[config.mk]
export PLATFORM = sky130hd
export DESIGN_NAME = eeprom_host
export DESIGN_NICKNAME = d
export VERILOG_FILES = /design/src/sync2.v /design/src/tick_divider.v /design/src/eeprom_host.v
export VERILOG_INCLUDE_DIRS = /design/src
export SDC_FILE = /design/constraint.sdc
export NUM_CORES = 1
export LEC_CHECK = 0
export CORE_MARGIN = 8
export CORE_UTILIZATION = 46
export CTS_BUF_LIST = sky130_fd_sc_hd__clkbuf_4
export DETAILED_ROUTE_END_ITERATION = 6
export DONT_BUFFER_PORTS = 1
export GPL_TIMING_DRIVEN = 0
export SYNTH_ARGS = -nofsm -noshare
export SYNTH_HDL_FRONTEND = slang
export SYNTH_HIERARCHICAL = 1
export SYNTH_SLANG_ARGS = --single-unit
[constraint.sdc]
create_clock -name CORE_CLK -period 4.2 [get_ports CORE_CLK]
set_input_delay 0.21 -clock CORE_CLK [delete_from_list [all_inputs] [get_ports CORE_CLK]]
set_output_delay 0.21 -clock CORE_CLK [all_outputs]
set_load 0.1 [all_outputs]
[src/eeprom_host_consts.vh]
`ifndef EEPROM_HOST_CONSTS_VH
`define EEPROM_HOST_CONSTS_VH
// ----------------------------------------------------------------
// Register map of the controller
// ----------------------------------------------------------------
`define REG_CONTROL     8'h00
`define REG_ADDRESS     8'h04
`define REG_STATUS      8'h08
`define REG_DIVIDER     8'h0C
`define BUF_SELECT      2'h1
`define RESP_OKAY       2'h0
`define RESP_SLVERR     2'h2
// ----------------------------------------------------------------
// Control and status fields
// ----------------------------------------------------------------
`define CTL_GO          0
`define CTL_OP_LSB      1
`define CTL_OP_MSB      3
`define CTL_LAST_LSB    4
`define CTL_LAST_MSB    7
`define CTL_IDPAGE      8
`define CTL_WP          9
`define CTL_CS          10
`define ST_BUSY         0
`define ST_SEL_NACK     1
`define ST_ADDR_NACK    2
`define ST_DATA_NACK    3
`define ST_DONE         4
// ----------------------------------------------------------------
// Commands and serial codes
// ----------------------------------------------------------------
`define OP_WRITE        3'h0
`define OP_RD_RAND      3'h1
`define OP_RD_CUR       3'h2
`define OP_POLL         3'h3
`define OP_LOCK_STATUS  3'h4
`define OP_LOCK         3'h5
`define TYPE_ARRAY      4'hA
`define TYPE_ID         4'hB
`define DIR_WRITE       1'h0
`define DIR_READ        1'h1
`define LOCK_DATA       8'hFF
`define ID_LOCK_BIT     7
`define PAGE_LAST       4'hF
`define LAST_BIT        4'h8
`define LAST_QUARTER    2'h3
// ----------------------------------------------------------------
// Timing
// ----------------------------------------------------------------
`define CORE_PERIOD_NS  20
`define SCL_PERIOD_NS   10000
`define QUARTER_CYCLES  ((`SCL_PERIOD_NS) / ((`CORE_PERIOD_NS) * 4))
`endif

[src/sync2.v]
`default_nettype none
// ----------------------------------------------------------------
// Two-stage synchroniser for inputs from outside the clock domain
// ----------------------------------------------------------------
module sync2 #(
   parameter WIDTH = 1
) (
   input  wire             clk,     // Core clock.
   input  wire             rst,     // Synchronous reset, active high.
   input  wire [WIDTH-1:0] din,     // Asynchronous input.
   output reg  [WIDTH-1:0] dout     // Synchronised output.
);
   reg [WIDTH-1:0] meta;

   // The first stage is read only by the second stage.
   always @(posedge clk) begin
      if (rst) begin
         meta <= {WIDTH{1'b1}};
         dout <= {WIDTH{1'b1}};
      end else begin
         meta <= din;
         dout <= meta;
      end
   end
endmodule // sync2
`default_nettype wire

[src/tick_divider.v]
`default_nettype none
// ----------------------------------------------------------------
// Enable pulse divider for the quarter-bit rate
// ----------------------------------------------------------------
module tick_divider (
   input  wire        clk,      // Core clock.
   input  wire        rst,      // Synchronous reset, active high.
   input  wire        run,      // Count only while a transfer runs.
   input  wire [15:0] period,   // Cycles per tick, zero treated as one.
   output reg         tick      // One-cycle enable pulse.
);
   reg [15:0] count;

   // Restarting from zero when idle keeps the first quarter full length.
   always @(posedge clk) begin
      if (rst || !run) begin
         count <= 16'h0000;
         tick  <= 1'b0;
      end else if (count + 16'h0001 >= period) begin
         count <= 16'h0000;
         tick  <= 1'b1;
      end else begin
         count <= count + 16'h0001;
         tick  <= 1'b0;
      end
   end
endmodule // tick_divider
`default_nettype wire

[src/eeprom_host.v]
// Notes on behaviour
// - Write: select with write direction, address, data.
// - Page write bytes stay within one page.
// - Identification write uses type 1011b, A7 zero.
// - Lock: type 1011b, A7 one, data bit1 set.
// - Poll with select until device acknowledges.
// - Random read: address, repeated Start, read select.
// - Counter shared; prefer random reads for array.
// - Acknowledge each byte, no acknowledge last, Stop.
// - Identification read: random read, stay in page.
// - Lock status: header plus one data byte.
// - Follow lock status query by Start then Stop.
//
// Decided for this implementation: the address map and the AXI4-Lite slave port.
`default_nettype none
`include "eeprom_host_consts.vh"
module eeprom_host (
   input  wire        CORE_CLK,          // Core clock, 50 MHz.
   input  wire        SYS_RST,           // Synchronous reset, active high.
   input  wire [7:0]  AWADDR,            // Write address.
   input  wire        AWVALID,           // Write address valid.
   output reg         AWREADY,           // Write address ready.
   input  wire [31:0] WDATA,             // Write data.
   input  wire [3:0]  WSTRB,             // Write byte strobes.
   input  wire        WVALID,            // Write data valid.
   output reg         WREADY,            // Write data ready.
   output reg  [1:0]  BRESP,             // Write response.
   output reg         BVALID,            // Write response valid.
   input  wire        BREADY,            // Write response ready.
   input  wire [7:0]  ARADDR,            // Read address.
   input  wire        ARVALID,           // Read address valid.
   output reg         ARREADY,           // Read address ready.
   output reg  [31:0] RDATA,             // Read data.
   output reg  [1:0]  RRESP,             // Read response.
   output reg         RVALID,            // Read data valid.
   input  wire        RREADY,            // Read data ready.
   output reg         SCL_OUT,           // Clock pin output level, always low.
   output reg         SCL_OE,            // Clock pin pulled low when high.
   input  wire        SDA_IN,            // Data pin level.
   output reg         SDA_OUT,           // Data pin output level, always low.
   output reg         SDA_OE,            // Data pin pulled low when high.
   output reg         WRITE_PROTECT_IN,  // Drives the device write-protect input.
   output reg         CHIP_SELECT_PIN    // Drives the device chip select strap.
);
   // ----------------------------------------------------------------
   // Sequencer states and bit engine states
   // ----------------------------------------------------------------
   localparam S_IDLE    = 4'h0;
   localparam S_START   = 4'h1;
   localparam S_SEL_W   = 4'h2;
   localparam S_ADDR    = 4'h3;
   localparam S_WDATA   = 4'h4;
   localparam S_RESTART = 4'h5;
   localparam S_SEL_R   = 4'h6;
   localparam S_RDATA   = 4'h7;
   localparam S_ABORT   = 4'h8;
   localparam S_STOP    = 4'h9;
   localparam B_IDLE    = 2'h0;
   localparam B_START   = 2'h1;
   localparam B_BITS    = 2'h2;
   localparam B_STOP    = 2'h3;

   reg  [3:0]  state;
   reg  [1:0]  bstate;
   reg  [1:0]  quarter;
   reg  [3:0]  bit_cnt;
   reg  [7:0]  tx_shift;
   reg  [7:0]  rx_shift;
   reg         rx_mode;
   reg         send_ack;
   reg         ack_in;
   reg         launched;
   reg         bit_done;
   reg  [7:0]  buffer [0:15];
   reg  [2:0]  op;
   reg  [3:0]  last;
   reg  [3:0]  idx;
   reg         id_page;
   reg  [9:0]  address;
   reg  [15:0] divider;
   reg         sel_nack;
   reg         addr_nack;
   reg         data_nack;
   reg         done;
   wire        busy;
   wire        sda_sync;
   wire        tick;
   wire        wr_fire;
   wire        rd_fire;
   wire [31:0] control_word;
   reg  [3:0]  next_last;
   reg  [7:0]  launch_byte;
   wire [31:0] address_word;
   wire [31:0] divider_word;
   wire [31:0] divider_reset;

   assign busy    = (state != S_IDLE);
   assign wr_fire = AWVALID && AWREADY && WVALID && WREADY;
   assign rd_fire = ARVALID && ARREADY;

   // Merges a write into an older word lane by lane.
   function [31:0] merge;
      input [31:0] old;
      input [31:0] data;
      input [3:0]  strb;
      integer      i;
      begin
         for (i = 0; i < 4; i = i + 1) begin
            merge[i*8 +: 8] = strb[i] ? data[i*8 +: 8] : old[i*8 +: 8];
         end
      end
   endfunction

   // Builds a select code from the page choice and direction.
   function [7:0] select_code;
      input       idp;
      input       cs;
      input [1:0] hi;
      input       dir;
      begin
         select_code = {(idp ? `TYPE_ID : `TYPE_ARRAY), cs, hi, dir};
      end
   endfunction

   // ----------------------------------------------------------------
   // Pin synchroniser and quarter-bit divider
   // ----------------------------------------------------------------
   sync2 #(.WIDTH(1)) u_sda_sync (
      .clk  (CORE_CLK),
      .rst  (SYS_RST),
      .din  (SDA_IN),
      .dout (sda_sync)
   );

   tick_divider u_div (
      .clk    (CORE_CLK),
      .rst    (SYS_RST),
      .run    (bstate != B_IDLE),
      .period (divider),
      .tick   (tick)
   );

   // ----------------------------------------------------------------
   // Register bus slave
   // ----------------------------------------------------------------
   assign control_word = merge(32'h0000_0000, WDATA, WSTRB);

   // Merged words are cut to the register widths where they are stored.
   assign address_word  = merge({22'h000000, address}, WDATA, WSTRB);
   assign divider_word  = merge({16'h0000, divider}, WDATA, WSTRB);
   assign divider_reset = `QUARTER_CYCLES;

   // Page writes and identification reads are clipped at the page end.
   always @* begin
      next_last = control_word[`CTL_LAST_MSB:`CTL_LAST_LSB];
      if (control_word[`CTL_OP_MSB:`CTL_OP_LSB] == `OP_LOCK ||
          control_word[`CTL_OP_MSB:`CTL_OP_LSB] == `OP_LOCK_STATUS) begin
         next_last = 4'h0;
      end else if ((control_word[`CTL_OP_MSB:`CTL_OP_LSB] == `OP_WRITE ||
                    control_word[`CTL_IDPAGE]) &&
                   next_last > (`PAGE_LAST - address[3:0])) begin
         next_last = `PAGE_LAST - address[3:0];
      end
   end

   // Write handshakes are offered one cycle after both valids, reads one cycle after ARVALID, one at a time.
   always @(posedge CORE_CLK) begin
      if (SYS_RST) begin
         AWREADY <= 1'b0;
         WREADY  <= 1'b0;
         BVALID  <= 1'b0;
         BRESP   <= `RESP_OKAY;
         ARREADY <= 1'b0;
         RVALID  <= 1'b0;
         RRESP   <= `RESP_OKAY;
         RDATA   <= 32'h0000_0000;
      end else begin
         AWREADY <= AWVALID && WVALID && !AWREADY && !BVALID;
         WREADY  <= AWVALID && WVALID && !AWREADY && !BVALID;
         if (wr_fire) begin
            BVALID <= 1'b1;
            BRESP  <= (AWADDR[7:6] == `BUF_SELECT || AWADDR == `REG_CONTROL ||
                       AWADDR == `REG_ADDRESS || AWADDR == `REG_STATUS ||
                       AWADDR == `REG_DIVIDER) ? `RESP_OKAY : `RESP_SLVERR;
         end else if (BVALID && BREADY) begin
            BVALID <= 1'b0;
         end
         ARREADY <= ARVALID && !ARREADY && !RVALID;
         if (rd_fire) begin
            RVALID <= 1'b1;
            RRESP  <= `RESP_OKAY;
            if (ARADDR[7:6] == `BUF_SELECT) begin
               RDATA <= {24'h000000, buffer[ARADDR[5:2]]};
            end else if (ARADDR == `REG_CONTROL) begin
               RDATA <= {21'h000000, CHIP_SELECT_PIN, WRITE_PROTECT_IN, id_page,
                         last, op, 1'b0};
            end else if (ARADDR == `REG_ADDRESS) begin
               RDATA <= {22'h000000, address};
            end else if (ARADDR == `REG_STATUS) begin
               RDATA <= {27'h0000000, done, data_nack, addr_nack, sel_nack, busy};
            end else if (ARADDR == `REG_DIVIDER) begin
               RDATA <= {16'h0000, divider};
            end else begin
               RDATA <= 32'h0000_0000;
               RRESP <= `RESP_SLVERR;
            end
         end else if (RVALID && RREADY) begin
            RVALID <= 1'b0;
         end
      end
   end

   // Settings are frozen while a transfer runs; writes then are dropped.
   always @(posedge CORE_CLK) begin
      if (SYS_RST) begin
         op               <= `OP_WRITE;
         last             <= 4'h0;
         id_page          <= 1'b0;
         address          <= 10'h000;
         divider          <= divider_reset[15:0];
         WRITE_PROTECT_IN <= 1'b0;
         CHIP_SELECT_PIN  <= 1'b0;
      end else if (wr_fire && !busy) begin
         if (AWADDR == `REG_CONTROL) begin
            op               <= control_word[`CTL_OP_MSB:`CTL_OP_LSB];
            last             <= next_last;
            id_page          <= control_word[`CTL_IDPAGE];
            WRITE_PROTECT_IN <= control_word[`CTL_WP];
            CHIP_SELECT_PIN  <= control_word[`CTL_CS];
         end else if (AWADDR == `REG_ADDRESS) begin
            address <= address_word[9:0];
         end else if (AWADDR == `REG_DIVIDER) begin
            divider <= divider_word[15:0];
         end
      end
   end

   // Software fills the buffer when idle, the reader fills it when busy.
   always @(posedge CORE_CLK) begin
      if (wr_fire && !busy && AWADDR[7:6] == `BUF_SELECT && WSTRB[0]) begin
         buffer[AWADDR[5:2]] <= WDATA[7:0];
      end else if (state == S_RDATA && bit_done) begin
         buffer[idx] <= rx_shift;
      end
   end

   // ----------------------------------------------------------------
   // Bit engine: four quarters per bit, pins driven only low
   // ----------------------------------------------------------------
   always @(posedge CORE_CLK) begin
      if (SYS_RST) begin
         bstate   <= B_IDLE;
         quarter  <= 2'h0;
         bit_cnt  <= 4'h0;
         rx_shift <= 8'h00;
         ack_in   <= 1'b1;
         bit_done <= 1'b0;
         SCL_OE   <= 1'b0;
         SDA_OE   <= 1'b0;
         SCL_OUT  <= 1'b0;
         SDA_OUT  <= 1'b0;
      end else begin
         bit_done <= 1'b0;
         if (state != S_IDLE && !launched && bstate == B_IDLE) begin
            quarter <= 2'h0;
            bit_cnt <= 4'h0;
            if (state == S_START || state == S_RESTART || state == S_ABORT) begin
               bstate <= B_START;
            end else if (state == S_STOP) begin
               bstate <= B_STOP;
            end else begin
               bstate <= B_BITS;
            end
         end else if (tick) begin
            quarter <= quarter + 2'h1;
            case (bstate)
               B_START: begin
                  if (quarter == 2'h0) SDA_OE <= 1'b0;
                  if (quarter == 2'h1) SCL_OE <= 1'b0;
                  if (quarter == 2'h2) SDA_OE <= 1'b1;
                  if (quarter == `LAST_QUARTER) begin
                     SCL_OE   <= 1'b1;
                     bstate   <= B_IDLE;
                     bit_done <= 1'b1;
                  end
               end
               B_BITS: begin
                  if (quarter == 2'h0) begin
                     if (bit_cnt == `LAST_BIT) begin
                        SDA_OE <= rx_mode && send_ack;
                     end else begin
                        SDA_OE <= !rx_mode && !tx_shift[7 - bit_cnt[2:0]];
                     end
                  end
                  if (quarter == 2'h1) SCL_OE <= 1'b0;
                  if (quarter == 2'h2) begin
                     if (bit_cnt == `LAST_BIT) begin
                        ack_in <= sda_sync;
                     end else begin
                        rx_shift <= {rx_shift[6:0], sda_sync};
                     end
                  end
                  if (quarter == `LAST_QUARTER) begin
                     SCL_OE <= 1'b1;
                     if (bit_cnt == `LAST_BIT) begin
                        bstate   <= B_IDLE;
                        bit_done <= 1'b1;
                     end else begin
                        bit_cnt <= bit_cnt + 4'h1;
                     end
                  end
               end
               B_STOP: begin
                  if (quarter == 2'h0) begin
                     SCL_OE <= 1'b1;
                     SDA_OE <= 1'b1;
                  end
                  if (quarter == 2'h1) SCL_OE <= 1'b0;
                  if (quarter == 2'h2) SDA_OE <= 1'b0;
                  if (quarter == `LAST_QUARTER) begin
                     bstate   <= B_IDLE;
                     bit_done <= 1'b1;
                  end
               end
               default: bstate <= B_IDLE;
            endcase
         end
      end
   end

   // ----------------------------------------------------------------
   // Byte sequencer
   // ----------------------------------------------------------------
   // Chooses the byte that each transmit state launches.
   always @* begin
      case (state)
         S_SEL_W: launch_byte = select_code(id_page, CHIP_SELECT_PIN, address[9:8],
                                            `DIR_WRITE);
         S_SEL_R: launch_byte = select_code(id_page, CHIP_SELECT_PIN, address[9:8],
                                            `DIR_READ);
         S_ADDR: begin
            launch_byte = address[7:0];
            if (op == `OP_LOCK) begin
               launch_byte[`ID_LOCK_BIT] = 1'b1;
            end else if (id_page) begin
               launch_byte[`ID_LOCK_BIT] = 1'b0;
            end
         end
         S_WDATA: launch_byte = (op == `OP_LOCK) ? `LOCK_DATA : buffer[idx];
         default: launch_byte = 8'h00;
      endcase
   end

   // A not-acknowledged select or address ends the transfer with Stop.
   always @(posedge CORE_CLK) begin
      if (SYS_RST) begin
         state     <= S_IDLE;
         launched  <= 1'b0;
         idx       <= 4'h0;
         tx_shift  <= 8'h00;
         rx_mode   <= 1'b0;
         send_ack  <= 1'b0;
         sel_nack  <= 1'b0;
         addr_nack <= 1'b0;
         data_nack <= 1'b0;
         done      <= 1'b0;
      end else if (state == S_IDLE) begin
         launched <= 1'b0;
         if (wr_fire && AWADDR == `REG_CONTROL && control_word[`CTL_GO]) begin
            state     <= S_START;
            idx       <= 4'h0;
            sel_nack  <= 1'b0;
            addr_nack <= 1'b0;
            data_nack <= 1'b0;
            done      <= 1'b0;
         end
      end else if (!launched && bstate == B_IDLE) begin
         launched <= 1'b1;
         tx_shift <= launch_byte;
         rx_mode  <= (state == S_RDATA);
         send_ack <= (idx != last);
      end else if (bit_done) begin
         launched <= 1'b0;
         case (state)
            S_START: state <= (op == `OP_RD_CUR) ? S_SEL_R : S_SEL_W;
            S_SEL_W: begin
               if (ack_in) begin
                  sel_nack <= 1'b1;
                  state    <= S_STOP;
               end else begin
                  state <= (op == `OP_POLL) ? S_STOP : S_ADDR;
               end
            end
            S_ADDR: begin
               if (ack_in) begin
                  addr_nack <= 1'b1;
                  state     <= S_STOP;
               end else begin
                  state <= (op == `OP_RD_RAND) ? S_RESTART : S_WDATA;
               end
            end
            S_WDATA: begin
               if (ack_in) data_nack <= 1'b1;
               if (op == `OP_LOCK_STATUS) begin
                  state <= S_ABORT;
               end else if (idx == last) begin
                  state <= S_STOP;
               end else begin
                  idx <= idx + 4'h1;
               end
            end
            S_RESTART: state <= S_SEL_R;
            S_SEL_R: begin
               if (ack_in) begin
                  sel_nack <= 1'b1;
                  state    <= S_STOP;
               end else begin
                  state <= S_RDATA;
               end
            end
            S_RDATA: begin
               if (idx == last) begin
                  state <= S_STOP;
               end else begin
                  idx <= idx + 4'h1;
               end
            end
            S_ABORT: state <= S_STOP;
            S_STOP: begin
               state <= S_IDLE;
               done  <= 1'b1;
            end
            default: state <= S_IDLE;
         endcase
      end
   end
endmodule // eeprom_host
`default_nettype wire

== Word-level counts from Yosys, hierarchy flattened ==
Memories as Yosys holds them, arrays and structs flattened. A register that Yosys moved wholly into a read port is not among the register bits.
Index checks and enable logic that the tools add are counted.
Word-level totals
  memory bits (writable): 128
  memories: 1
  input port bits: 60
  output and inout bits: 47
  word-level logic and storage cells: 286
  flip-flop bits (word level): 138
Memory list
  buffer: words 16, bits a word 8, read ports 2, clocked after memory_dff 1, write ports 1, line eeprom_host.v:74  | reg [7:0] buffer [0:15];
Operators by class
  reduce and logical (&&, ||, !) cells: 88
  add/subtract/negate cells: 6
  $lt $le $gt $ge: 3
  mux-type cells: 100
  equal/unequal tests: 44
  bitwise gates (word level): 6
Operators by type and width (count)
  $mux W4: 21
  $mux W16: 5
  $mux W1: 49
  $reduce_and A5 Y1: 9
  $eq A8 B4 Y1 const B: 4
  $lt A32 B4 Y1 const B: 1
  $pmux W4 S8: 1
  $pmux W8 S4: 1
  $mux W2: 12
  $mux W8: 3
  $reduce_bool A2 Y1: 12
  $logic_and A1 B1 Y1: 23
  $reduce_and A4 Y1: 5
  $ne A3 B3 Y1 const B: 6
  $add A16 B1 Y16 const B: 1
  $eq A4 B3 Y1 const B: 4
  $eq A8 B3 Y1 const B: 2
  $ge A16 B16 Y1: 1
  $logic_not A8 Y1: 2
  $eq A3 B3 Y1 const B: 4
  $eq A4 B4 Y1 const B: 3
  $reduce_or A2 Y1: 6
  $logic_not A1 Y1: 9
  $logic_or A1 B1 Y1: 9
  other kinds (33): 54

== Longest topological paths before layout ==
  depth in word-level cells: 10
  gate-level depth with buffers: 11
  gate-level depth less buffers: 10

== Cells and area by module ==
Netlist, hierarchy kept.
By module, submodules not included
  eeprom_host: instances 1, cells an instance 919, seq. area each 5945.7 um^2, area an instance 11443.5 um^2
  tick_divider: instances 1, cells an instance 148, seq. area each 340.3 um^2, area an instance 1272.5 um^2
  sync2: instances 1, cells an instance 4, seq. area each 40.0 um^2, area an instance 52.6 um^2

== Worst setup path before layout ==
No wires, ideal clock.
  path type: reg-to-reg
  from: register u_div.count[0]
  to: register u_div.count[0]
  data arrival time: 2853 ps
  slack: 1214 ps
  required time: 4067 ps
  path buffers: 1
  setup time: 133 ps
  period minus slack after synthesis: 2986 ps
  stages on the path, launching flop included: 12
  cells stage by stage: dfxtp_1 ha_1 and2_1 or4b_4 xor2_1 inv_1 ha_1 and4_1 nand2_1 o41ai_4 buf_2 nor4_1
Between the ends
  cells in the longest elaborated chain, start to end: 3
Ends and longest elaborated chain
  start: declaration: line tick_divider.v:12  | reg [15:0] count;
  start signal: assignment: line tick_divider.v:23  | count <= count + 16'h0001;
  $add A16 B1 Y16 *: line tick_divider.v:19, tick_divider.v:23
  $ge A16 B16 Y1: line tick_divider.v:19  | end else if (count + 16'h0001 >= period) begin
  $reduce_or A2 Y1 (no line)
Mark *: on every way between the ends. The rest lies on a longest branch, timed or not.
A chain may end at the register's enable or synchronous reset.

== Worst setup path after layout ==
  from: register WREADY
  to: memory buffer[8][0] (enable)
Between the ends
  cells in the longest elaborated chain, start to end: 10
  elaborated cells between the ends (all ways): 13
  those cells by class: mux (6); reduce/logical (7)
Ends and longest elaborated chain
  start: declaration: line eeprom_host.v:26  | output reg WREADY,
  start signal: assignment: line eeprom_host.v:179  | WREADY <= AWVALID && WVALID && !AWREADY && !BVALID;
  $logic_and A1 B1 Y1 (2 in a row)
  $logic_and A1 B1 Y1 *: line eeprom_host.v:98  | assign wr_fire = AWVALID && AWREADY && WVALID && WREADY;
  $logic_and A1 B1 Y1 *: line eeprom_host.v:240  | if (wr_fire && !busy && AWADDR[7:6] == `BUF_SELECT && WSTRB[0]) begin
  $logic_and A1 B1 Y1 (no line) *
  $logic_and A1 B1 Y1 *: line eeprom_host.v:240
  $mux W1: line eeprom_host.v:240
  $mux W1 (not written as such): line eeprom_host.v:243  | buffer[idx] <= rx_shift;
  $reduce_or A8 Y1 (no line)
  $mux W4 (no line) / $mux W1 (equally long branches)
  end: declaration: line eeprom_host.v:74
Marks and branches as above.

==> metrics <==
outcome=completed; Mapped Avg Cell Area=11.9 um2; Cell variety after synth=81; share of cells above drive strength 1=18.4%; placed inst area=13300 um2; fraction of registers with async set/reset=0%; CTS resizes=0; drt pass-1 iters=5; die footprint=33300 um2; CTS Hold Bufs=36; number of global-route vias before repair=9514; clock sink total=252; Die Y=183 um; GRT met2 Usage=36.6%; Starting Density=46.3%; TritonCTS buffer count=68; Die Width=183 um; PortBufs=0; crit-path cells=nand3_1 -> nor3_1 -> nand2_1 -> o22a_1 -> nor2_1; Max H-tree Level=3; Power Dens Cells=350 nW/um2; Area growth syn-to-layout=13.5%; data required time of the worst path=4480 ps; antenna viol nets, final=0; final setup vio count=0; CP Launch Type=flip-flop; number of flops mapped to enable cells by yosys=128; register area share after synthesis=49.5%; post-DR vias/cell=5.90; kind of critical path=reg -> reg; crit-path max FO=8; Routed WL per cell=23.6 um; crit end category=flip-flop; Clock Skew=38.1 ps; final hold violations=0; routability cong.=0.908; Remaining DRCs=0; total length of routed wires=38.2 mm; First DRT Iteration DRCs=871; Tightest Hold Check Type=in -> reg; DP Wirelength=27.1 mm; Final Net Count=1289; f_max=257 MHz; Finished Cell Area=14500 um2; hold slack final=28.2 ps; Max Slew Vio Count=0; TNS Setup=0 ps; Tot Pwr=5.07 mW; Buffers & Inverters on Critical Path=0; fin crit share=92.7%; max incr delay on CP=1000 ps; Seq cells post-synth=252; GRT Resource Usage Total=22.8%; CTS Root Buffer Type=clkbuf_4; core area=27600 um2; Syn Inst Count=1071; Post-Syn Area=12800 um2; global-route wire length before repair=57.8 mm; busiest grt layer=met2; fillers=2411; Clk Latency, worst-skew pair=690 ps; ys flop type=edfxtp_1; via count=9539; CTS tree=built; worst-margin pin slew=1360 ps; initial antenna violation count=2; io pins=107; GRT Residual Overflow=0; met1 usage=28.7%; relative slew slack=8.80%; Max-Cap Viols=0; synth warn=6; CP arrival=4180 ps; VDD IR-drop max=0.000251 V; CP top delay family=simple AND/OR/NAND/NOR gates; met3 Resource Use GR=5.35%; unrepaired setup endpoints after global routing=false; Final min period=3890 ps; post-CTS setup buffer count=0; leak pwr=5.30 nW; Clock Path Buffers=3; row cnt=61; largest net degree at the start of global routing=17; clock slew at reported path FFs=70 ps; slowest CP cell=dfxtp_1
per-stage QoR:
stage                     util, %  worst slack [ps]  std cells
final                        52.6               307       1616
after global routing         52.6               188       1616
after CTS                    52.6               379       1615
after detailed placement     48.3               372       1468
after global placement       48.3               487       1468
after floorplan                 -              1210       1090
worst paths after layout:
kind                                      start               to  slack, ps  cells after the start
worst min register to register  u_sda_sync/meta  u_sda_sync/dout        430                      1
worst min-delay path                   WDATA[3]    buffer[12][3]         30                      1
worst max register to register           WREADY     buffer[8][0]        310                      5
worst max-delay path                     WREADY     buffer[8][0]        310                      5
per-layer routing:
metal	up-vias	routed length [um]
li1	4318	-
met1	4676	15400
met2	425	18100
met3	120	3020
met4	0	1640
met5	-	0
cells by family after synthesis:
| group | after synthesis | synth area share, % |
|---|---|---|
| and+or+nand+nor | 312 | 12.7 |
| buffers and inverters | 130 | 4.68 |
| other | 1 | 0.0294 |
| xor gates and xnor gates | 20 | 1.37 |
| DFF | 252 | 49.5 |
| muxes | 151 | 18.4 |
| adders and majority gates | 33 | 3.23 |
| AOI/OAI and AO/OA | 172 | 10.1 |
area by class of cell:
cell class	count	area, um2	share of cell area [%]
Sequential cell	252	6330	43.7
Inverter	49	184	1.27
Clock inverter	20	129	0.890
Clock buffer	91	683	4.72
Buffer	81	414	2.86
Antenna cell	1	2.50	0.0173
Tap cell	378	473	3.26
Multi-Input combinational cell	708	5920	40.8
Timing Repair Buffer	36	360	2.49
synthesized netlist by cell type, drive strengths merged (6+ instances only):
cell | instances | area share (%)
a221oi | 6 | 0.41
a22o | 10 | 0.69
nor2 | 91 | 2.7
mux2 | 16 | 1.4
o22a | 7 | 0.48
nor4 | 23 | 1.2
a21oi | 33 | 1.3
mux4 | 65 | 11
ha | 33 | 3.2
nor2b | 18 | 0.88
a31oi | 9 | 0.44
nand2b | 9 | 0.44
nand3b | 6 | 0.35
o21ai | 20 | 0.78
nand4 | 10 | 0.75
nand3 | 26 | 1.0
xor2 | 9 | 0.62
buf | 46 | 2.2
a22oi | 15 | 0.88
mux2i | 70 | 5.5
xnor2 | 11 | 0.75
inv | 49 | 1.4
clkbuf | 35 | 1.0
a211oi | 12 | 0.71
nor3b | 11 | 0.65
edfxtp | 128 | 30
nor3 | 14 | 0.59
dfxtp | 124 | 19
nand2 | 73 | 2.1
placed cells by master (no fill, tap or decap), types with 19 or more instances in the layout:
cell | Yosys | layout
nor2_1 | 91 | 91
dlygate4sd3_1 | 0 | 36
mux4_2 | 65 | 65
edfxtp_1 | 128 | 128
clkbuf_4 | 0 | 91
clkbuf_1 | 35 | 35
a21oi_1 | 33 | 33
inv_1 | 49 | 49
o21ai_0 | 19 | 19
nand2_1 | 73 | 73
conb_1 | 1 | 20
nand3_1 | 26 | 26
nor4_1 | 22 | 22
buf_4 | 21 | 21
ha_1 | 33 | 33
mux2i_1 | 70 | 70
dfxtp_1 | 124 | 124
power by group:
| group | total [mW] | switching, mW | leakage (nW) | internal [mW] |
|---|---|---|---|---|
| sequential | 2.61 | 0.0261 | 2.15 | 2.58 |
| combinational | 0.308 | 0.215 | 2.67 | 0.0930 |
| clock | 2.15 | 1.03 | 0.486 | 1.12 |
registers in the layout (all words and copies together), names as in the netlist, 2 cells and up, named ones only:
signal       cells
rx_shift         8
buffer         128
RDATA           16
state            4
address         10
op               3
idx              4
divider         16
last             4
bstate           2
u_div/count     16
bit_cnt          4
tx_shift         8
quarter          2
Power figures use the tool's default switching activity.
